`config.mk`:
```
export PLATFORM = sky130hd
export DESIGN_NAME = svsw_supervisor
export DESIGN_NICKNAME = d
export VERILOG_FILES = /design/src/design/svsw_pkg.sv /design/src/design/svsw_supervisor.sv /design/src/design/svsw_timer.sv
export SDC_FILE = /design/constraint.sdc
export NUM_CORES = 1
export LEC_CHECK = 0
export BUFFER_PORTS_ARGS = -buffer_cell sky130_fd_sc_hd__buf_2
export CAP_MARGIN = 20
export CORE_MARGIN = 3
export CORE_UTILIZATION = 57
export CTS_BUF_LIST = sky130_fd_sc_hd__clkbuf_16
export DETAILED_ROUTE_END_ITERATION = 8
export PLACE_DENSITY = 0.78
export SYNTH_ARGS = -nofsm -noshare
export SYNTH_HDL_FRONTEND = slang
export SYNTH_SLANG_ARGS = --single-unit
```
`constraint.sdc`:
```
create_clock -name clock -period 10.74 [get_ports clock]
set_input_delay 1.074 -clock clock [delete_from_list [all_inputs] [get_ports clock]]
set_output_delay 1.074 -clock clock [all_outputs]
set_load 0.005 [all_outputs]
```
`src/design/svsw_pkg.sv`:
```
package svsw_pkg;

	// Clock rate and preset times
	localparam int CLK_MHZ = 10;
	localparam int RST_PU_US = 10000;
	localparam int RST_NC_US = 200000;
	localparam int WD_PU_US = 16000;
	localparam int WD_NC_US = 64000;
	localparam logic [31:0] RST_PU_CYC_DEF = 32'(RST_PU_US * CLK_MHZ);
	localparam logic [31:0] RST_NC_CYC_DEF = 32'(RST_NC_US * CLK_MHZ);
	localparam logic [31:0] WD_PU_CYC_DEF = 32'(WD_PU_US * CLK_MHZ);
	localparam logic [31:0] WD_NC_CYC_DEF = 32'(WD_NC_US * CLK_MHZ);

	// Register byte offsets
	localparam logic [7:0] ADDR_STATUS = 8'h00;
	localparam logic [7:0] ADDR_MASK = 8'h04;
	localparam logic [7:0] ADDR_STATE = 8'h08;
	localparam logic [7:0] ADDR_RST_EXT = 8'h0C;
	localparam logic [7:0] ADDR_WD_EXT = 8'h10;

	// Event bits of status and mask
	localparam int NUM_EVT = 4;
	localparam int EVT_RST_ASSERT = 0;
	localparam int EVT_RST_RELEASE = 1;
	localparam int EVT_WD_EARLY = 2;
	localparam int EVT_WD_LATE = 3;

	// Reset values
	localparam logic [3:0] MASK_RST = 4'h0;
	localparam logic [31:0] RST_EXT_RST = 32'h0000_2710;
	localparam logic [31:0] WD_EXT_RST = 32'h0001_86A0;

	// Timing pin strap encodings
	localparam logic [1:0] PIN_CAP = 2'h0;
	localparam logic [1:0] PIN_PULLUP = 2'h1;
	localparam logic [1:0] PIN_OPEN = 2'h2;

	// Window select encodings {win_sel_b, win_sel_a}
	localparam logic [1:0] WSEL_EIGHTH = 2'h0;
	localparam logic [1:0] WSEL_HALF = 2'h1;
	localparam logic [1:0] WSEL_NOLOW = 2'h2;
	localparam logic [1:0] WSEL_OFF = 2'h3;
	localparam int SHIFT_EIGHTH = 3;
	localparam int SHIFT_HALF = 1;

	typedef enum logic [1:0] {
		SUP_POR,
		SUP_OUT,
		SUP_DELAY,
		SUP_RUN
	} svsw_sup_t;

endpackage

```
`src/design/svsw_supervisor.sv`:
```
`timescale 1ns/1ps
module svsw_supervisor #(
	parameter logic [31:0] RST_PU_CYC = svsw_pkg::RST_PU_CYC_DEF,
	parameter logic [31:0] RST_NC_CYC = svsw_pkg::RST_NC_CYC_DEF,
	parameter logic [31:0] WD_PU_CYC = svsw_pkg::WD_PU_CYC_DEF,
	parameter logic [31:0] WD_NC_CYC = svsw_pkg::WD_NC_CYC_DEF
) (
	input wire logic clock,
	input wire logic reset,
	input wire logic power_on_level,
	input wire logic under_threshold,
	input wire logic over_threshold,
	input wire logic wd_kick_in,
	input wire logic win_sel_a,
	input wire logic win_sel_b,
	input wire logic [1:0] wd_timing_pin,
	input wire logic [1:0] rst_timing_pin,
	output logic sup_rst_n_out,
	output logic sup_rst_n_oe,
	output logic wd_fault_n,
	output logic wd_fault_n_oe,
	output logic irq,
	input wire logic hsel,
	input wire logic [31:0] haddr,
	input wire logic [1:0] htrans,
	input wire logic hwrite,
	input wire logic [2:0] hsize,
	input wire logic [31:0] hwdata,
	input wire logic hready,
	output logic hreadyout,
	output logic hresp,
	output logic [31:0] hrdata
);

	typedef struct packed {
		svsw_pkg::svsw_sup_t sup;
		logic rst_n;
		logic fault_act;
		logic kick_prev;
		logic [3:0] status;
		logic [3:0] mask;
		logic [31:0] rst_ext;
		logic [31:0] wd_ext;
		logic ph_wr;
		logic rd_wait;
		logic [7:0] ph_addr;
		logic [31:0] rdata;
	} svsw_state_t;

	svsw_state_t s_q;
	svsw_state_t s_d;

	logic [31:0] rst_cnt;
	logic [31:0] wd_cnt;
	logic rst_clr;
	logic wd_clr;
	logic rail_ok;
	logic wd_disabled;
	logic kick_fall;
	logic [1:0] wsel;
	logic [31:0] rst_delay;
	logic [31:0] wd_upper;
	logic [31:0] wd_lower;
	logic [32:0] rst_next;
	logic [32:0] wd_next;
	logic rst_done;
	logic wd_late;
	logic [3:0] evt;
	logic [3:0] w1c;
	logic take;

	// Pick a delay from the strap: capacitor value, pull-up preset or open preset
	function automatic logic [31:0] svsw_pick(input logic [1:0] pin, input logic [31:0] ext,
		input logic [31:0] pu, input logic [31:0] nc);
		logic [31:0] v;
		case (pin)
			svsw_pkg::PIN_CAP: v = ext;
			svsw_pkg::PIN_PULLUP: v = pu;
			default: v = nc;
		endcase
		return v;
	endfunction

	// Lower window limit as a fraction of the upper one
	function automatic logic [31:0] svsw_lower(input logic [1:0] sel, input logic [31:0] up);
		logic [31:0] v;
		case (sel)
			svsw_pkg::WSEL_EIGHTH: v = up >> svsw_pkg::SHIFT_EIGHTH;
			svsw_pkg::WSEL_HALF: v = up >> svsw_pkg::SHIFT_HALF;
			default: v = 32'h0000_0000;
		endcase
		return v;
	endfunction

	// Register read decode
	function automatic logic [31:0] svsw_read(input logic [7:0] a, input svsw_state_t s, input logic ok,
		input logic dis);
		logic [31:0] v;
		v = 32'h0000_0000;
		case (a)
			svsw_pkg::ADDR_STATUS: v = {28'h0000000, s.status};
			svsw_pkg::ADDR_MASK: v = {28'h0000000, s.mask};
			svsw_pkg::ADDR_STATE: v = {26'h0000000, dis, s.fault_act, s.rst_n, ok, s.sup};
			svsw_pkg::ADDR_RST_EXT: v = s.rst_ext;
			svsw_pkg::ADDR_WD_EXT: v = s.wd_ext;
			default: v = 32'h0000_0000;
		endcase
		return v;
	endfunction

	// Reset delay and fault duration share one timer, the window has its own
	svsw_timer u_rst_tmr (
		.clock(clock),
		.reset(reset),
		.clear(rst_clr),
		.count(rst_cnt)
	);

	svsw_timer u_wd_tmr (
		.clock(clock),
		.reset(reset),
		.clear(wd_clr),
		.count(wd_cnt)
	);

	// Configuration decode from straps and programmed values
	assign rail_ok = power_on_level & ~under_threshold & ~over_threshold;
	assign wsel = {win_sel_b, win_sel_a};
	assign wd_disabled = (wsel == svsw_pkg::WSEL_OFF);
	assign rst_delay = svsw_pick(rst_timing_pin, s_q.rst_ext, RST_PU_CYC, RST_NC_CYC);
	assign wd_upper = svsw_pick(wd_timing_pin, s_q.wd_ext, WD_PU_CYC, WD_NC_CYC);
	assign wd_lower = svsw_lower(wsel, wd_upper);
	assign rst_next = {1'b0, rst_cnt} + 33'h0_0000_0001;
	assign wd_next = {1'b0, wd_cnt} + 33'h0_0000_0001;
	assign rst_done = rst_next >= {1'b0, rst_delay};
	assign wd_late = wd_next >= {1'b0, wd_upper};
	assign kick_fall = s_q.kick_prev & ~wd_kick_in;
	assign take = hsel & htrans[1] & hreadyout;

	// Supervisor sequence, watchdog and register file
	always_comb begin
		s_d = s_q;
		evt = 4'h0;
		w1c = 4'h0;
		s_d.kick_prev = wd_kick_in;
		rst_clr = !(s_q.sup == svsw_pkg::SUP_DELAY || (s_q.sup == svsw_pkg::SUP_RUN && s_q.fault_act));
		wd_clr = !(s_q.sup == svsw_pkg::SUP_RUN && !s_q.fault_act && !wd_disabled);
		case (s_q.sup)
			svsw_pkg::SUP_POR: begin
				s_d.rst_n = 1'b0;
				if (power_on_level) begin
					s_d.sup = svsw_pkg::SUP_OUT;
				end
			end
			svsw_pkg::SUP_OUT: begin
				s_d.rst_n = 1'b0;
				if (!power_on_level) begin
					s_d.sup = svsw_pkg::SUP_POR;
				end else if (rail_ok) begin
					s_d.sup = svsw_pkg::SUP_DELAY;
				end
			end
			svsw_pkg::SUP_DELAY: begin
				if (!power_on_level) begin
					s_d.sup = svsw_pkg::SUP_POR;
				end else if (!rail_ok) begin
					s_d.sup = svsw_pkg::SUP_OUT;
				end else if (rst_done) begin
					s_d.sup = svsw_pkg::SUP_RUN;
					s_d.rst_n = 1'b1;
					evt[svsw_pkg::EVT_RST_RELEASE] = 1'b1;
				end
			end
			svsw_pkg::SUP_RUN: begin
				if (!rail_ok) begin
					s_d.sup = power_on_level ? svsw_pkg::SUP_OUT : svsw_pkg::SUP_POR;
					s_d.rst_n = 1'b0;
					s_d.fault_act = 1'b0;
					evt[svsw_pkg::EVT_RST_ASSERT] = 1'b1;
				end else if (s_q.fault_act) begin
					if (rst_done) begin
						s_d.fault_act = 1'b0;
					end
				end else if (!wd_disabled) begin
					if (kick_fall && wd_cnt < wd_lower) begin
						s_d.fault_act = 1'b1;
						evt[svsw_pkg::EVT_WD_EARLY] = 1'b1;
					end else if (kick_fall) begin
						wd_clr = 1'b1;
					end else if (wd_late) begin
						s_d.fault_act = 1'b1;
						evt[svsw_pkg::EVT_WD_LATE] = 1'b1;
					end
				end
			end
			default: begin
				s_d.sup = svsw_pkg::SUP_POR;
				s_d.rst_n = 1'b0;
				s_d.fault_act = 1'b0;
			end
		endcase

		// Bus data phase: writes land now, reads are fetched during one wait cycle
		if (s_q.ph_wr) begin
			case (s_q.ph_addr)
				svsw_pkg::ADDR_STATUS: w1c = hwdata[3:0];
				svsw_pkg::ADDR_MASK: s_d.mask = hwdata[3:0];
				svsw_pkg::ADDR_RST_EXT: s_d.rst_ext = hwdata;
				svsw_pkg::ADDR_WD_EXT: s_d.wd_ext = hwdata;
				default: w1c = 4'h0;
			endcase
		end
		if (s_q.rd_wait) begin
			s_d.rdata = svsw_read(s_q.ph_addr, s_q, rail_ok, wd_disabled);
		end
		s_d.rd_wait = take & ~hwrite;
		s_d.ph_wr = take & hwrite;
		if (take) begin
			s_d.ph_addr = haddr[7:0];
		end

		// Sticky events: a new event wins over a clear in the same cycle
		s_d.status = (s_q.status & ~w1c) | evt;
	end

	always_ff @(posedge clock or posedge reset) begin
		if (reset) begin
			s_q.sup <= svsw_pkg::SUP_POR;
			s_q.rst_n <= 1'b0;
			s_q.fault_act <= 1'b0;
			s_q.kick_prev <= 1'b0;
			s_q.status <= 4'h0;
			s_q.mask <= svsw_pkg::MASK_RST;
			s_q.rst_ext <= svsw_pkg::RST_EXT_RST;
			s_q.wd_ext <= svsw_pkg::WD_EXT_RST;
			s_q.ph_wr <= 1'b0;
			s_q.rd_wait <= 1'b0;
			s_q.ph_addr <= 8'h00;
			s_q.rdata <= 32'h0000_0000;
		end else begin
			s_q <= s_d;
		end
	end

	// Open-drain pins: drive low when enabled, released otherwise
	assign sup_rst_n_out = 1'b0;
	assign sup_rst_n_oe = ~s_q.rst_n;
	assign wd_fault_n = 1'b0;
	assign wd_fault_n_oe = s_q.rst_n & s_q.fault_act;
	assign irq = |(s_q.status & s_q.mask);
	assign hreadyout = ~s_q.rd_wait;
	assign hresp = 1'b0;
	assign hrdata = s_q.rdata;
endmodule

```
`src/design/svsw_timer.sv`:
```
`timescale 1ns/1ps
// Saturating elapsed-cycle counter, cleared synchronously
module svsw_timer (
	input wire logic clock,
	input wire logic reset,
	input wire logic clear,
	output logic [31:0] count
);

	typedef struct packed {
		logic [31:0] cnt;
	} svsw_timer_t;

	svsw_timer_t s_q;
	svsw_timer_t s_d;

	// Count up, hold at the top value
	always_comb begin
		s_d = s_q;
		if (clear) begin
			s_d.cnt = 32'h0000_0000;
		end else if (s_q.cnt != 32'hFFFF_FFFF) begin
			s_d.cnt = s_q.cnt + 32'h0000_0001;
		end
	end

	always_ff @(posedge clock or posedge reset) begin
		if (reset) begin
			s_q <= '0;
		end else begin
			s_q <= s_d;
		end
	end

	assign count = s_q.cnt;
endmodule

```
-- Yosys cells after proc, flatten, opt, wreduce, memory -nomap -nowiden
Cells that the tools add are included.
- multiplexer cells: 46
- add/subtract/negate cells: 4
- reductions and logical operators: 20
- bitwise logic cells: 18
- $lt $le $gt $ge: 3
- equality and inequality tests: 21
- operators with widths (cell ; count):
    32-bit one-hot mux with 5 select lines ; 1
    32-bit two-way mux ; 4
    32-bit one-hot mux with 2 select lines ; 2
    32-bit by 1-bit adder with 33-bit output (second input constant) ; 2
    33-bit by 32-bit greater-or-equal comparator with 1-bit output ; 2
    32-bit by 1-bit adder with 32-bit output (second input constant) ; 2
    32-bit inequality test (second input constant) ; 2
    31-bit one-hot mux with 2 select lines ; 1
    32-bit < comparator ; 1
    1-bit two-way mux ; 24
    2-bit two-way mux ; 9
    8-bit by 4-bit equality test with 1-bit output (second input constant) ; 2
    3-bit one-hot mux with 4 select lines ; 1
    2-bit inequality test (second input constant) ; 5
    1-bit bitwise AND ; 8
    4-bit bitwise AND ; 2
    2-bit by 1-bit equality test with 1-bit output (second input constant) ; 4
    8-bit by 3-bit equality test with 1-bit output (second input constant) ; 1
    8-bit by 5-bit equality test with 1-bit output (second input constant) ; 1
    2-bit logical NOT ; 4
    8-bit logical NOT ; 1
    4-bit two-way mux ; 2
    4-bit AND reduction ; 2
    2-bit equality test (second input constant) ; 3
    13 further kinds ; 26
- bits in registers: 183
- output and inout port bits: 39
- word-level logic and storage cells: 126
- input port bits: 84

-- Logic depth before layout (Yosys ltp)
- word-level depth: 11
- depth in mapped cells: 15
- mapped depth without buffers: 15

-- Modules after synthesis
Synthesis repeated with hierarchy kept, for this count alone.
- cells, all modules: 1338
- area, all modules: 12809.8 um^2
- by module, submodules not included (module ; area each (um^2) ; cells an instance ; sequential area each (um^2) ; instances):
    svsw_supervisor ; 9141.3 ; 948 ; 2991.6 ; 1
    svsw_timer at u_rst_tmr ; 1854.3 ; 194 ; 800.8 ; 1
    svsw_timer at u_wd_tmr ; 1814.2 ; 196 ; 800.8 ; 1

-- Worst setup path after synthesis
OpenSTA, ideal clock, no wires.
- path kind: input to register
- from: in wd_timing_pin[0]
- to: reg u_wd_tmr.s_q, in the netlist u_wd_tmr.count[18]
- arrival time: 3.977 ns
- setup slack: 6.698 ns
- data required time: 10.675 ns
- path buffers: 3
- setup time: 0.065 ns
- stages on the path: 13
- cell sequence: clkbuf_1 nor3_1 clkbuf_1 nand2_1 ha_1 a21oi_1 o21ai_1 a221oi_1 o2111ai_1 o211ai_1 o21ai_1 clkbuf_1 o21ba_1
- cells in the longest elaborated chain, start to end: 11
- elaborated cells on any way between the ends: 13
- classes of those cells: order compare: 1; eq/ne: 1; mux: 8; reduce/logical: 3
- ends and longest elaborated chain (what ; RTL line ; RTL):
    from (decl) ; svsw_supervisor.sv:16 ; input wire logic [1:0] wd_timing_pin,
    2-bit by 1-bit equality test with 1-bit output or 2-bit logical NOT (tied branches) ; svsw_supervisor.sv:76 ; case (pin)
    32-bit one-hot mux with 2 select lines * ; svsw_supervisor.sv:76 ;
    31-bit one-hot mux with 2 select lines * ; svsw_supervisor.sv:87 ; case (sel)
    32-bit < comparator * ; svsw_supervisor.sv:185 ; if (kick_fall && wd_cnt < wd_lower) begin
    1-bit logical AND * ; svsw_supervisor.sv:185 ;
    1-bit two-way mux * ; svsw_supervisor.sv:185 ;
    1-bit two-way mux * ; svsw_supervisor.sv:184 ; end else if (!wd_disabled) begin
    1-bit two-way mux * ; svsw_supervisor.sv:180 ; end else if (s_q.fault_act) begin
    1-bit two-way mux * ; svsw_supervisor.sv:175 ; if (!rail_ok) begin
    1-bit two-way mux * ; svsw_supervisor.sv:148 ; case (s_q.sup)
    32-bit two-way mux or 2-bit nonzero test (tied branches) ; - ;
    to (signal assigned) ; svsw_timer.sv:29 ; s_q <= '0;
    to (signal assigned) ; svsw_timer.sv:31 ; s_q <= s_d;
    to (decl) ; svsw_timer.sv:14 ; svsw_timer_t s_q;
Mark *: on every way between the ends. The rest lies on a longest branch, timed or not.
A chain may end at the register's enable or synchronous reset.

-- Final worst setup path
- from: reg u_rst_tmr.s_q, in the netlist u_rst_tmr.count[4]
- to: reg s_q[116] (netlist name)
- cells in the longest elaborated chain, start to end: 4
- ends and longest elaborated chain (what ; RTL line ; RTL):
    from (decl) ; svsw_timer.sv:14 ;
    from (signal assigned) ; svsw_timer.sv:29 ;
    from (signal assigned) ; svsw_timer.sv:31 ;
    32-bit by 1-bit adder with 33-bit output ; svsw_supervisor.sv:133 ; assign rst_next = {1'b0, rst_cnt} + 33'h0_0000_0001;
    33-bit by 32-bit greater-or-equal comparator with 1-bit output ; svsw_supervisor.sv:135 ; assign rst_done = rst_next >= {1'b0, rst_delay};
    2-bit inequality test (no line) ; - ;
    4-bit AND reduction (no line) ; - ;
    to (decl) ; svsw_supervisor.sv:50 ; svsw_state_t s_q;
No other way between the ends.

==> flow_metrics.env <==
export IMPL_yosysTopAreaCellShare_pct=37.9
export IMPL_tns_ps=0
export IMPL_core_area_um2=19500
export IMPL_rows=51
export IMPL_grt_usage_pct=27.6
export IMPL_synthFlopType="dfrtp_1"
export IMPL_ir_drop_mv=0.125
export IMPL_ctsHoldBuffers=0
export IMPL_wirelength_mm=29.3
export IMPL_p_switching_uw=433
export IMPL_p_sw_share_pct=27.9
export IMPL_syn_cell_area_um2=11400
export IMPL_avgSynthCellArea_um2=9.75
export IMPL_drc_errors=0
export IMPL_grt_pass1_wl_mm=47.9
export IMPL_relSlewSlack_pct=41.5
export IMPL_grt_pass1_vias=8968
export IMPL_start_util_pct=58.2
export IMPL_worst_r2r_path_depth=14
export IMPL_p_per_area_nw_per_um2=124
export IMPL_cap_violations=0
export IMPL_ys_seq_area_share_pct=40.4
export IMPL_finalMaxSlewViolations=0
export IMPL_arrival_ps=4920
export IMPL_post_cts_resized=0
export IMPL_rsz0062_at_grt="no"
export IMPL_clk_latency_ps=450
export IMPL_ys_warnings_count=0
export IMPL_grt_max_degree=71
export IMPL_hold_viol=0
export IMPL_synth_edff_count=0
export IMPL_p_leak_nw=5.79
export IMPL_tightest_slew_ps=878
export IMPL_clock_skew_ps=11.3
export IMPL_pwr_share_clk_pct=41.9
export IMPL_cts_tree="done"
export IMPL_die_h_um=147
export IMPL_worst_hold_path_type="reg -> reg"
export IMPL_place_area_um2=11900
export IMPL_ant_nets=0
export IMPL_status="completed"
export IMPL_syn_to_final_growth_pct=9.71
export IMPL_die_area_um2=21700
export IMPL_setup_viol=0
export IMPL_ys_async_sr_fraction_pct=100
export IMPL_hold_ws_ps=483
export IMPL_post_cts_buffers=0
export IMPL_path_max_fanout=6
export IMPL_internal_power_mw=1.12
export IMPL_crit_chain="nand4_1 -> nor4_1 -> and2b_1 -> nand2b_1 -> xor2_1 -> inv_1 -> ha_1 -> nand3_1 -> or4b_1 -> nand3b_4 -> or4_1 -> and3b_4 -> a211oi_2 -> o21a_1"
export IMPL_dp_hpwl_mm=21.0
export IMPL_synthTopCellsByCount="172 x dfrtp_1, 122 x nand2_1, 105 x nor2_1, 96 x ha_1, 70 x a21oi_1"
export IMPL_cp_data_required_time_ps=11120
export IMPL_detailedRoute_firstIterationViolations=934
export IMPL_cts_inserted_buffers=17
export IMPL_htreeDepth=4
export IMPL_antenna_found_initial=0
export IMPL_place_gp_congestion=0.909
export IMPL_drive_gt1_share_pct=15.4
export IMPL_fp_dieW_um=147
export IMPL_diodes=0
export IMPL_cpMaxStageDelayCell="nor4_1"
export IMPL_synth_top_area_cell="dfrtp_1"
export IMPL_seq_power_share_pct=48.8
export IMPL_synth_seq_cells=183
export IMPL_fin_crit_ps=4530
export IMPL_min_path_cells=1
export IMPL_crit_type="reg -> reg"
export IMPL_numPortBuffers=90
export IMPL_layout_nets=1390
export IMPL_critPathCaptureType="flip-flop"
export IMPL_wl_per_cell_um=19.7
export IMPL_dr_pass1_iters=5
export IMPL_fmax_mhz=221
export IMPL_synth_most_common_cell="dfrtp_1"
export IMPL_cts_sinks=183
export IMPL_ys_top_cells_by_area="dfrtp_1 38%, ha_1 11%, mux2_1 6.8%"
export IMPL_vias_per_cell=6.14
export IMPL_via_count=9134
export IMPL_ctsLongestPathBuffers=2
export IMPL_period_share_pct=42.2
export IMPL_synth_cells=1166
export IMPL_clkTransAtPathRegs_ps=80
export IMPL_yosysUniqueCellTypes=63
export IMPL_fin_area_um2=12500
export IMPL_crit_path_start_kind="flip-flop"
export IMPL_pin_count=123
export IMPL_p_comb_share_pct=9.3
export IMPL_grt_overflow_total=0
export IMPL_root_buffer="clkbuf_16"
export IMPL_slowest_delay_ps=670
kinds of logic after synthesis:
kind of cell,synth area share (%)
other,0.0330
flip-flops,40.4
adder cells (fa/ha/maj),10.6
buffers and inverters,5.23
AO/OA/AOI/OAI,12.2
XOR/XNOR,4.78
multiplexers,10.6
AND/OR/NAND/NOR,16.2
critical path, delay by kind of cell (launching register included):
family                     cells  cell delay (ps)
DFF                            1              440
AOI/OAI and AO/OA              2              330
and+or+nand+nor                9             3090
buffers and inverters          1               70
adders and majority gates      1              310
xor gates and xnor gates       1              240
final timing paths:
check | from | slack [ps] | to
max | u_rst_tmr.count[4] | 6210 | s_q[116]
min | hrdata[17] | 480 | hrdata[17]
max reg2reg | u_rst_tmr.count[4] | 6210 | s_q[116]
min reg2reg | hrdata[17] | 480 | hrdata[17]
max in group asynchronous | reset | 8100 | u_wd_tmr.count[24]
min in group asynchronous | reset | 700 | s_q[59]
state kept, by name (all words and copies together), names as in the netlist:
signal / cells
u_wd_tmr.count: 32
u_rst_tmr.count: 32
hrdata: 32
s_q: 87
power groups by stage:
| stage | clock, mW | combinational, mW | sequential (mW) |
|---|---|---|---|
| finish | 0.649 | 0.144 | 0.756 |
| global route | 0.685 | 0.161 | 0.759 |
| CTS | 0.652 | 0.144 | 0.755 |
| detailed placement | 0 | 0.142 | 0.768 |
| global placement | 0 | 0.137 | 0.767 |
| floorplan | 0 | 0.104 | 0.752 |
stage by stage:
| step | instances | util, % | power, mW | setup slack, ps |
|---|---|---|---|---|
| 2_1_floorplan | 1168 | - | 0.856 | 4710 |
| 3_3_place_gp | 1456 | 60.7 | 0.904 | 6330 |
| 3_5_place_dp | 1456 | 60.7 | 0.910 | 6380 |
| 4_1_cts | 1488 | 63.9 | 1.55 | 6290 |
| 5_1_grt | 1488 | 63.9 | 1.61 | 5880 |
| 6_report | 1488 | 63.9 | 1.55 | 6210 |
cells in the final DEF (no fill, tap or decap), drive strengths merged, types with 18 or more instances in the layout:
cell type,Yosys,routed
nand2,122,122
nor3,18,18
mux2,94,94
nand4,26,26
dfrtp,172,172
a22oi,28,28
nand3,47,47
o2bb2ai,27,27
xor2,22,22
inv,39,45
ha,96,96
buf,44,106
xnor2,40,40
nor2,107,107
o21ai,21,21
a21oi,70,70
layout make-up:
cell class	instances	area, um2
multi-input cells	863	6210
flip-flops and latches	183	4590
fillers	1589	7050
repair buffers	106	571
inverters	39	151
well taps	265	332
clock inverters	15	189
clock buffers	17	425
layer usage:
metal | up-vias | routed length, um | global-route usage [%]
li1 | 4233 | - | -
met1 | 4436 | 13000 | 39.8
met2 | 411 | 13100 | 42.4
met3 | 54 | 2490 | 5.86
met4 | 0 | 736 | 8.39
met5 | - | 0 | 0
(Power assumes the default switching activity.)
